**src/shared/vfd_cmd_pkg.sv**
```systemverilog
// Shared constants for the symbol, port and duty command slice
package vfd_cmd_pkg;

    // ------------------------------------------------------------
    // Command codes in the upper four bits of a first byte
    // ------------------------------------------------------------
    localparam logic [3:0] OP_SYMBOL_WRITE = 4'h3;
    localparam logic [3:0] OP_GP_SET       = 4'h4;
    localparam logic [3:0] OP_DUTY_SET     = 4'h5;

    // ------------------------------------------------------------
    // Field positions, sizes and reset values
    // ------------------------------------------------------------
    localparam int OP_LSB          = 4;
    localparam int SYM_ADDR_W      = 4;
    localparam int SYM_DIGITS      = 16;
    localparam int SYM_BITS        = 2;
    localparam int DUTY_W          = 3;
    localparam int UPR_ADDR_W      = 3;
    localparam int PATTERN_BITS    = 35;
    localparam int ROM_PATTERNS    = 248;
    localparam int DUTY_SLOTS      = 16;
    localparam int DUTY_BASE       = 8;
    localparam logic [2:0] DUTY_RESET     = 3'h0;
    localparam logic [1:0] GP_RESET       = 2'h0;
    localparam logic [3:0] SYM_ADDR_RESET = 4'h0;

endpackage

```
**src/shared/vfd_cmd_if.sv**
```systemverilog
// Byte link between host and display command decoder
`timescale 1ns/1ns
interface vfd_cmd_if;
    logic       byte_valid;
    logic [7:0] byte_data;
    logic       byte_first;  // Marks a command byte, else data

    modport host   (output byte_valid, output byte_data, output byte_first);
    modport device (input byte_valid, input byte_data, input byte_first);
endinterface

```
**src/hw/vfd_cmd_device.sv**
```systemverilog
// Device end: command decode for symbol RAM, output port and duty
//
// Behaviour
// - Three-bit user pattern address, eight entries
// - Each user pattern holds 35 dot bits
// - Character codes 0 to 7 select user patterns
// - Fixed ROM: eight-bit code, at most 248 patterns
// - Symbol write opcode 0011, low nibble start address
// - Symbol data bits 0 and 1 only
// - Symbol address increments after each data byte of a symbol write
// - Address F wraps to 0
// - Symbol address n drives grid n+1
// - Scanned symbol bits go straight to outputs
// - Port opcode 0100, bits 0 and 1 set pins
// - Port bit 1 high, 0 low, static
// - Port pins low during and after reset
// - Duty opcode 0101, bits 2 to 0 stored
// - Duty register selects one of eight stages
// - Duty register cleared by reset
// - Host sets duty before display on
// - Grid on-time is (8+k)/16 of digit
`timescale 1ns/1ns
module vfd_cmd_device
    import vfd_cmd_pkg::*;
(
    input  wire logic                  clk_in,
    input  wire logic                  nrst_in,
    vfd_cmd_if.device                  link,
    input  wire logic [SYM_ADDR_W-1:0] scan_digit_in,
    input  wire logic [3:0]            scan_slot_in,
    input  wire logic [7:0]            char_code_in,
    output logic [1:0]                 gp_out,
    output logic [DUTY_W-1:0]          duty_out,
    output logic [SYM_BITS-1:0]        symbol_out,
    output logic [SYM_DIGITS-1:0]      grid_out,
    output logic                       user_sel_out,
    output logic [UPR_ADDR_W-1:0]      user_addr_out,
    output logic [7:0]                 rom_addr_out,
    output logic [SYM_ADDR_W-1:0]      sym_ptr_out
);

    // ------------------------------------------------------------
    // Decoder state
    // ------------------------------------------------------------
    typedef enum logic [0:0] {
        ST_IDLE   = 1'b0,
        ST_SYMBOL = 1'b1
    } dec_state_t;

    dec_state_t                   state_r;
    dec_state_t                   state_nxt;
    logic [SYM_ADDR_W-1:0]        ptr_r;
    logic [SYM_ADDR_W-1:0]        ptr_nxt;
    logic [1:0]                   gp_r;
    logic [DUTY_W-1:0]            duty_r;
    logic [SYM_BITS-1:0]          sym_mem [SYM_DIGITS];
    logic [SYM_BITS-1:0]          symbol_r;
    logic [SYM_DIGITS-1:0]        grid_r;
    logic                         user_sel_r;
    logic [UPR_ADDR_W-1:0]        user_addr_r;
    logic [7:0]                   rom_addr_r;

    // ------------------------------------------------------------
    // Byte decode
    // ------------------------------------------------------------
    wire       cmd_byte  = link.byte_valid & link.byte_first;
    wire       data_byte = link.byte_valid & ~link.byte_first;
    wire [3:0] opcode    = link.byte_data[7:OP_LSB];
    wire       is_sym    = cmd_byte & (opcode == OP_SYMBOL_WRITE);
    wire       is_gp     = cmd_byte & (opcode == OP_GP_SET);
    wire       is_duty   = cmd_byte & (opcode == OP_DUTY_SET);
    wire       sym_wr    = data_byte & (state_r == ST_SYMBOL);

    // Payload fields of the current byte; the other bits are dropped
    wire [SYM_ADDR_W-1:0] start_addr = link.byte_data[SYM_ADDR_W-1:0];
    wire [SYM_BITS-1:0]   sym_bits   = link.byte_data[SYM_BITS-1:0];
    wire [1:0]            gp_bits    = link.byte_data[1:0];
    wire [DUTY_W-1:0]     duty_bits  = link.byte_data[DUTY_W-1:0];

    // ------------------------------------------------------------
    // Scan timing
    // ------------------------------------------------------------
    // Digit is lit while slot is below 8+k sixteenths
    wire [4:0] duty_lim  = 5'(DUTY_BASE) + {2'b00, duty_r};
    wire       grid_on   = {1'b0, scan_slot_in} < duty_lim;
    // One-hot grid: symbol address n lights grid n+1
    wire [SYM_DIGITS-1:0] grid_hot   = 16'h0001 << scan_digit_in;
    wire [SYM_DIGITS-1:0] grid_sel   = grid_on ? grid_hot : 16'h0000;
    // Stored bits of the scanned digit, no pattern lookup between
    wire [SYM_BITS-1:0]   symbol_sel = sym_mem[scan_digit_in];

    // ------------------------------------------------------------
    // Character code mapping
    // ------------------------------------------------------------
    // Codes below the first fixed-ROM code pick a user pattern
    localparam int ROM_FIRST   = 256 - ROM_PATTERNS;
    // Top dot index of one pattern word for the pattern store
    localparam int PATTERN_MSB = PATTERN_BITS - 1;
    wire                  user_hit  = char_code_in < 8'(ROM_FIRST);
    // Three low code bits address one of eight user patterns
    wire [UPR_ADDR_W-1:0] user_addr = char_code_in[UPR_ADDR_W-1:0];

    // ------------------------------------------------------------
    // Command registers
    // ------------------------------------------------------------
    // Next state: any command byte ends a data sequence
    always_comb
    begin
        state_nxt = state_r;
        ptr_nxt   = ptr_r;
        if (cmd_byte)
        begin
            state_nxt = is_sym ? ST_SYMBOL : ST_IDLE;
            if (is_sym)
                ptr_nxt = start_addr;
        end
        else if (sym_wr)
            ptr_nxt = ptr_r + 4'h1;
    end

    // Decoder state and symbol pointer
    always_ff @(posedge clk_in or negedge nrst_in)
    begin
        if (!nrst_in)
        begin
            state_r <= ST_IDLE;
            ptr_r   <= SYM_ADDR_RESET;
        end
        else
        begin
            state_r <= state_nxt;
            ptr_r   <= ptr_nxt;
        end
    end

    // Port pins: static levels, low from reset until set
    always_ff @(posedge clk_in or negedge nrst_in)
    begin
        if (!nrst_in)
            gp_r <= GP_RESET;
        else if (is_gp)
            gp_r <= gp_bits;
    end

    // Duty register, back to the 8/16 stage on reset
    always_ff @(posedge clk_in or negedge nrst_in)
    begin
        if (!nrst_in)
            duty_r <= DUTY_RESET;
        else if (is_duty)
            duty_r <= duty_bits;
    end

    // ------------------------------------------------------------
    // Symbol storage
    // ------------------------------------------------------------
    // Not reset: a digit reads unknown until the host writes it
    always_ff @(posedge clk_in)
    begin
        if (sym_wr)
            sym_mem[ptr_r] <= sym_bits;
    end

    // ------------------------------------------------------------
    // Scan outputs
    // ------------------------------------------------------------
    // Symbol and grid drive, one cycle behind the scan inputs
    always_ff @(posedge clk_in or negedge nrst_in)
    begin
        if (!nrst_in)
        begin
            symbol_r <= 2'h0;
            grid_r   <= 16'h0000;
        end
        else
        begin
            symbol_r <= symbol_sel;
            grid_r   <= grid_sel;
        end
    end

    // Character code routing, one cycle behind the code input
    always_ff @(posedge clk_in or negedge nrst_in)
    begin
        if (!nrst_in)
        begin
            user_sel_r  <= 1'b0;
            user_addr_r <= 3'h0;
            rom_addr_r  <= 8'h00;
        end
        else
        begin
            user_sel_r  <= user_hit;
            user_addr_r <= user_addr;
            rom_addr_r  <= char_code_in;
        end
    end

    // ------------------------------------------------------------
    // Output drive
    // ------------------------------------------------------------
    assign gp_out        = gp_r;
    assign duty_out      = duty_r;
    assign symbol_out    = symbol_r;
    assign grid_out      = grid_r;
    assign user_sel_out  = user_sel_r;
    assign user_addr_out = user_addr_r;
    assign rom_addr_out  = rom_addr_r;
    assign sym_ptr_out   = ptr_r;

endmodule

```
**src/flat_wrapper.sv**
```systemverilog
// flat-port wrapper written by rule: the top's interface ports become plain ports
module vfd_cmd_device_flat import vfd_cmd_pkg::*;
  (clk_in, nrst_in, scan_digit_in, scan_slot_in, char_code_in, gp_out, duty_out, symbol_out, grid_out, user_sel_out, user_addr_out, rom_addr_out, sym_ptr_out, link_byte_valid, link_byte_data, link_byte_first);
  vfd_cmd_if link_i ();
  input  wire logic clk_in;
  input  wire logic nrst_in;
  input  wire logic [SYM_ADDR_W-1:0] scan_digit_in;
  input  wire logic [3:0] scan_slot_in;
  input  wire logic [7:0] char_code_in;
  output logic [1:0] gp_out;
  output logic [DUTY_W-1:0] duty_out;
  output logic [SYM_BITS-1:0] symbol_out;
  output logic [SYM_DIGITS-1:0] grid_out;
  output logic user_sel_out;
  output logic [UPR_ADDR_W-1:0] user_addr_out;
  output logic [7:0] rom_addr_out;
  output logic [SYM_ADDR_W-1:0] sym_ptr_out;
  input wire logic [$bits(link_i.byte_valid)-1:0] link_byte_valid;
  input wire logic [$bits(link_i.byte_data)-1:0] link_byte_data;
  input wire logic [$bits(link_i.byte_first)-1:0] link_byte_first;
  assign link_i.byte_valid = link_byte_valid;
  assign link_i.byte_data = link_byte_data;
  assign link_i.byte_first = link_byte_first;
  vfd_cmd_device u_core (.clk_in(clk_in), .nrst_in(nrst_in), .link(link_i), .scan_digit_in(scan_digit_in), .scan_slot_in(scan_slot_in), .char_code_in(char_code_in), .gp_out(gp_out), .duty_out(duty_out), .symbol_out(symbol_out), .grid_out(grid_out), .user_sel_out(user_sel_out), .user_addr_out(user_addr_out), .rom_addr_out(rom_addr_out), .sym_ptr_out(sym_ptr_out));
endmodule
```
**config.mk**
```make
export PLATFORM = sky130hd
export DESIGN_NAME = vfd_cmd_device_flat
export DESIGN_NICKNAME = d
export VERILOG_FILES = /design/src/shared/vfd_cmd_pkg.sv /design/src/shared/vfd_cmd_if.sv /design/src/hw/vfd_cmd_device.sv /design/src/flat_wrapper.sv
export SDC_FILE = /design/constraint.sdc
export NUM_CORES = 1
export LEC_CHECK = 0
export ABC_CLOCK_PERIOD_IN_PS = 4100
export BUFFER_PORTS_ARGS = -buffer_cell sky130_fd_sc_hd__buf_2
export CAP_MARGIN = 10
export CORE_MARGIN = 2
export CORE_UTILIZATION = 50
export DETAILED_ROUTE_END_ITERATION = 7
export HOLD_SLACK_MARGIN = 0.1
export PLACE_DENSITY = 0.83
export SLEW_MARGIN = 20
export SYNTH_ARGS = -nofsm -noshare
export SYNTH_HDL_FRONTEND = slang
export SYNTH_SLANG_ARGS = --single-unit
```
**constraint.sdc**
```tcl
create_clock -name clk_in -period 4.1 [get_ports clk_in]
set_input_delay 0.615 -clock clk_in [delete_from_list [all_inputs] [get_ports clk_in]]
set_output_delay 0.615 -clock clk_in [all_outputs]
set_load 0.01 [all_outputs]
```
-- Yosys cells after proc, flatten, opt, wreduce, memory -nomap -nowiden
Memories as Yosys holds them, arrays and structs flattened. A register that Yosys moved wholly into a read port is not among the register bits.
Index checks and enable logic that the tools add are counted.
- equality and inequality tests: 4
- shifts and indexed selects: 1
- muxes and demuxes: 7
- reductions and logical operators: 3
- bitwise gates (word level): 7
- magnitude comparators: 2
- add/subtract/negate cells: 2
- operators with widths (cell ; count):
    2-to-1 mux 16 bit ; 1
    << shifter 1 x 4 -> 16 bit, first input constant ; 1
    2-to-1 mux 4 bit ; 3
    equality test 4 x 3 -> 1 bit, second input constant ; 2
    < comparator 8 x 4 -> 1 bit, second input constant ; 1
    bitwise AND 1 bit ; 6
    adder 4 x 3 -> 5 bit, first input constant ; 1
    < comparator 4 x 5 -> 1 bit ; 1
    adder 4 x 1 -> 4 bit, second input constant ; 1
    equality test 4 x 2 -> 1 bit, second input constant ; 1
    2-to-1 mux 1 bit ; 3
    != test 2 bit, second input constant ; 1
    AND reduction 2 bit ; 1
    nonzero test 2 bit ; 1
    zero test 1 bit ; 1
    NOT 1 bit ; 1
- input bits: 28
- memories kept: 1
- logic and storage cells: 35
- output and inout bits: 39
- bits in writable memories: 32
- register bits after elaboration: 38
- memories (memory ; words ; bits a word ; rd ports ; clocked after memory_dff ; wr ports ; RTL line ; source):
    u_core.sym_mem ; 16 ; 2 ; 1 ; 1 ; 1 ; vfd_cmd_device.sv:56 ; logic [SYM_BITS-1:0] sym_mem [SYM_DIGITS];

-- Depth between registers and ports, before layout
- word-level depth: 5
- gate-level depth with buffers: 6
- mapped depth without buffers: 5

-- Worst setup path after synthesis
Ideal clock, no wire load.
- kind: in2reg
- start point: input scan_slot_in[1]
- end point: register u_core.grid_r[1], in the netlist u_core.grid_out[1]
- data required time: 3.989 ns
- path buffers: 0
- path slack: 2.368 ns
- setup time: 0.111 ns
- arrival: 1.620 ns
- cell stages on the path: 4
- cell sequence: ha_1 a21o_1 a21o_4 a2111oi_2
- word-level cells in the longest chain between the ends: 2
- ends and longest elaborated chain (item ; RTL line ; source):
    from (decl) ; flat_wrapper.sv:8 ; input wire logic [3:0] scan_slot_in;
    < comparator 4 x 5 -> 1 bit ; vfd_cmd_device.sv:85 ; wire grid_on = {1'b0, scan_slot_in} < duty_lim;
    2-to-1 mux 16 bit ; vfd_cmd_device.sv:88 ; wire [SYM_DIGITS-1:0] grid_sel = grid_on ? grid_hot : 16'h0000;
    net u_core.grid_sel[1] ; vfd_cmd_device.sv:88 ;
    to (signal assigned) ; vfd_cmd_device.sv:178 ; grid_r <= grid_sel;
    to (decl) ; vfd_cmd_device.sv:58 ; logic [SYM_DIGITS-1:0] grid_r;
The timed path passes the listed nets, and every way through them passes these cells.
A chain may end at the register's enable or synchronous reset.

-- Final worst setup path
- start point: register u_core.ptr_r[2], in the netlist u_core.sym_ptr_out[2]
- end point: output sym_ptr_out[2]
- RTL lines (item ; RTL line ; source):
    from (decl) ; vfd_cmd_device.sv:52 ; logic [SYM_ADDR_W-1:0] ptr_r;
    from (signal assigned) ; vfd_cmd_device.sv:132 ; ptr_r <= ptr_nxt;
    to (decl) ; flat_wrapper.sv:17 ; output logic [SYM_ADDR_W-1:0] sym_ptr_out;
No word-level cell between the ends.

==> results.md <==
- Port Buffers: 66
- Sw Ratio: between 20 and 30%
- Fin Clk Skew: 0.007516 ns
- Number of flops mapped to enable cells by yosys: 32
- Internal: 0.001077 W
- R2R cell count: 5
- Main combinational cell family by area after synthesis: compound AO/OA/AOI/OAI gates
- Post-DP HPWL: around 3.7 mm
- R2R setup slack: about 2.5 ns
- Synth Register Bits: 69
- Critical path fanouts, max: 11
- Peak per-stage delay on the critical path: 0.56 ns
- Crit. End Element: output port
- R2R Path Start: u_core.duty_out[1]$_DFFE_PN0P_
- Post-CTS setup buffer count: 0
- Worst Path Required: around 3.5 ns
- GRT Residual Overflow: 0
- CP top delay family: flip-flops
- Mapped cell area: 0.002904 mm²
- Row cnt: 27
- Yosys top cell area share: 33.09%
- Top Layer Used: met4
- Synth Area in Adders: 2.585%
- Core Area: 0.005574 mm²
- # setup viols final: 0
- Root Buffer: clkbuf_8
- Pwr per Cell Area: 442.6 mW/mm²
- Post-synthesis mux area share: 8.186%
- Placed cell count: 325
- DRT Wirelength: around 5.2 mm
- Cts bufs inserted: 9
- Seq/Total Area, Yosys: 64.97%
- Top cells by area, synth: edfxtp_1 33%, dfrtp_1 32%, a2111oi_2 3.1%, mux4_2 3.1%, ha_1 2.6%
- Vias in the first global route: 1,739
- Drt wl/cell: ~15 µm
- Met2 routed WL: roughly 2.5 mm
- Synth Warn #: 0
- Clock transition at path regs: 0.07 ns
- ANT cells: 0
- Comb pwr share: 15.7%
- CP Buf/Inv Count: 1
- DRC viols: 0
- Final GP Congestion: 0.7706
- Top_reg_cell synth: dfrtp_1
- CTS tree: done
- Met3 Routed Length: 288 µm
- Number of DRC markers in iteration 0: 60
- Initial Util: 52.10%
- NetSw: 0.0004308 W
- RR Endpoint: u_core.grid_out[8]$_DFF_PN0_
- CTS max path bufs: 2
- Layout cells sized above 1: between 30% and 40%
- Via density: 5.279
- Most frequent cells after synthesis: 37 x dfrtp_1, 32 x edfxtp_1, 17 x nor2_1
- Crit-path slowest cell: dfrtp_1
- Via Count: 1,800
- Pwr Total: 0.001508 W
- Post-synthesis cell type count: 41
- Crit-path cells: buf_2
- Worst Path Class, Setup: flip-flop to output port
- Clock sink count: 69
- Post-DP Area: 0.003239 mm²
- Tmin final: 1.717 ns
- Critical Path End: sym_ptr_out[2]
- Synthesized Nets: about 230
- Seq pwr share: 53.8%
- Final-stage net count: ~300
- Startpoint Class: flip-flop
- Post-synth ARST share: 53.62%
- Die H: 80.21 µm
- Die ar.: 0.006434 mm²
- Antenna violations before repair: 0
- Top Ports: 67
- Max_cap viols: 0
- Cts hold-fix bufs: 0
- Status: complete, no violations
- Synth area leader: edfxtp_1
- Fmax: 582.3 MHz
- Most frequent cell after synthesis: dfrtp_1
- Detailed Routing Iterations Pass 1: 4
- Hold WC Path Type: input port to async pin
- Largest net degree at the start of global routing: 38
- Clock Power Share: 30.5%
- Critical path depth: 1
- Slew Limit Fails: 0
- Worst slew pin tran: between 0.7 and 0.8 ns
- Post-layout util: 61.12%
- Mapped Avg Cell Area: 14.52 µm²
- Post-Synthesis Cells: 200
- Peak VDD IR: 0.0002982 V
- DRT antenna net count: 0
- Synth Area in Compound Gates: 11.29%
- Max H-tree Level: 3
- Simple-gate share of the synthesized area: 9.522%
- Crit path launch: u_core.sym_ptr_out[2]$_DFFE_PN0P_
- Final hold vios: 0
- Post-Synth XOR/XNOR Area: 0%
- GRT Util Overall: 17.83%
- Non-filler cells in the finished layout: 341
- Crit share post-route: a little over two fifths
- DIE WIDTH: between 80 and 90 µm
- Setup_tns: 0 ns
- M1 wire length: approximately 2.4 mm
- Post-cts sizing count: 0
- Clk Latency, worst-skew pair: around 0.33 ns
- Leak: about 1.5 nW
- RSZ-0062 raised after global routing: false
- Final Cell Area: 0.003407 mm²
- First-pass GRT wire length: 8.473 mm
- Area delta synth->final: 17.32%
- CP Data Arrival Time: 1.10 ns
- Slew headroom: between 40% and 50%
==> cell usage in the layout, fill, tap and decap left out, drive strengths merged <==
cell	netlist	final
buf	8	66
dfrtp	37	37
edfxtp	32	32
nor2	17	17
nand2	16	16
a211oi	10	10
clkbuf	5	10
mux2	9	9
nand2b	8	8
a21oi	8	8
a2111oi	6	6
ha	6	6
mux4	5	5
clkinv	0	5
inv	4	4
nor3	4	4
nor2b	3	3
nand3	3	3
o22ai	2	2
mux2i	2	2
a21o	2	2
o41ai	2	2
o21ai	2	2
o22a	1	1
o2111ai	1	1
o31ai	1	1
and3b	1	1
a31oi	1	1
or4	1	1
nor4b	1	1
and2b	1	1
nand3b	1	1
clkinvlp	0	1
==> layer usage <==
metal / global-route usage, % / up-vias
met2: 28.67 / 57
met4: 6.271 / 0
met3: 5.393 / 5
met1: 23.02 / 867
li1: - / 871
met5: 0 / -
==> cells by family after synthesis <==
kind of cell	Yosys count
DFF	69
buffers and inverters	17
and+or+nand+nor	56
muxes	16
adders and majority gates	6
AOI/OAI and AO/OA	36
==> per-stage QoR <==
step                setup WS [ns]  hold WS, ns
finish                      2.383       0.3722
global route                2.321       0.3703
CTS                         2.371       0.3753
detailed placement          2.142       0.4884
global placement            2.176       0.4903
floorplan                   2.368       0.3194
==> state kept, by name, indices dropped and copies added, names as in the netlist <==
signal               flops
u_core.duty_out          3
u_core.gp_out            2
u_core.grid_out         16
u_core.rom_addr_out      8
u_core.state_r           1
u_core.sym_mem          32
u_core.sym_ptr_out       4
u_core.symbol_out        2
u_core.user_sel_out      1
==> worst reg2reg max path, cell delays in order, from the launching register on <==
cell and delay [ns]:
dfrtp_1 0.37, inv_1 0.05, ha_1 0.26, a21o_1 0.16
a21o_4 0.29, a2111oi_2 0.39
==> worst min-delay path by stage <==
stage                                       endpoint  cells past startpoint
floorplan             u_core.duty_out[0]$_DFFE_PN0P_                      0
detailed placement        u_core.state_r$_DFFE_PN0P_                      2
finish                u_core.duty_out[2]$_DFFE_PN0P_                      1
global placement        u_core.gp_out[0]$_DFFE_PN0P_                      1
global route        u_core.rom_addr_out[2]$_DFF_PN0_                      1
CTS                   u_core.duty_out[1]$_DFFE_PN0P_                      1
==> cell type report <==
cell class	instances	area, µm²
Sequential cell	69	1887
Timing Repair Buffer	66	330.3
Tap cell	72	90.09
Clock inverter	6	40.04
Fill cell	433	2167
Multi-Input combinational cell	114	917.1
Clock buffer	10	127.6
Inverter	4	15.01
==> power by group through the flow <==
stage          Combinational [W]  Clock (W)  Sequential [W]
6_report                0.000237   0.000460        0.000812
4_1_cts                 0.000241   0.000473        0.000812
3_3_place_gp            0.000230          0        0.000823
3_5_place_dp            0.000239          0        0.000825
2_1_floorplan           0.000160          0        0.000820
5_1_grt                 0.000266   0.000508        0.000818
Note: power is estimated with default switching activity, not from simulation.
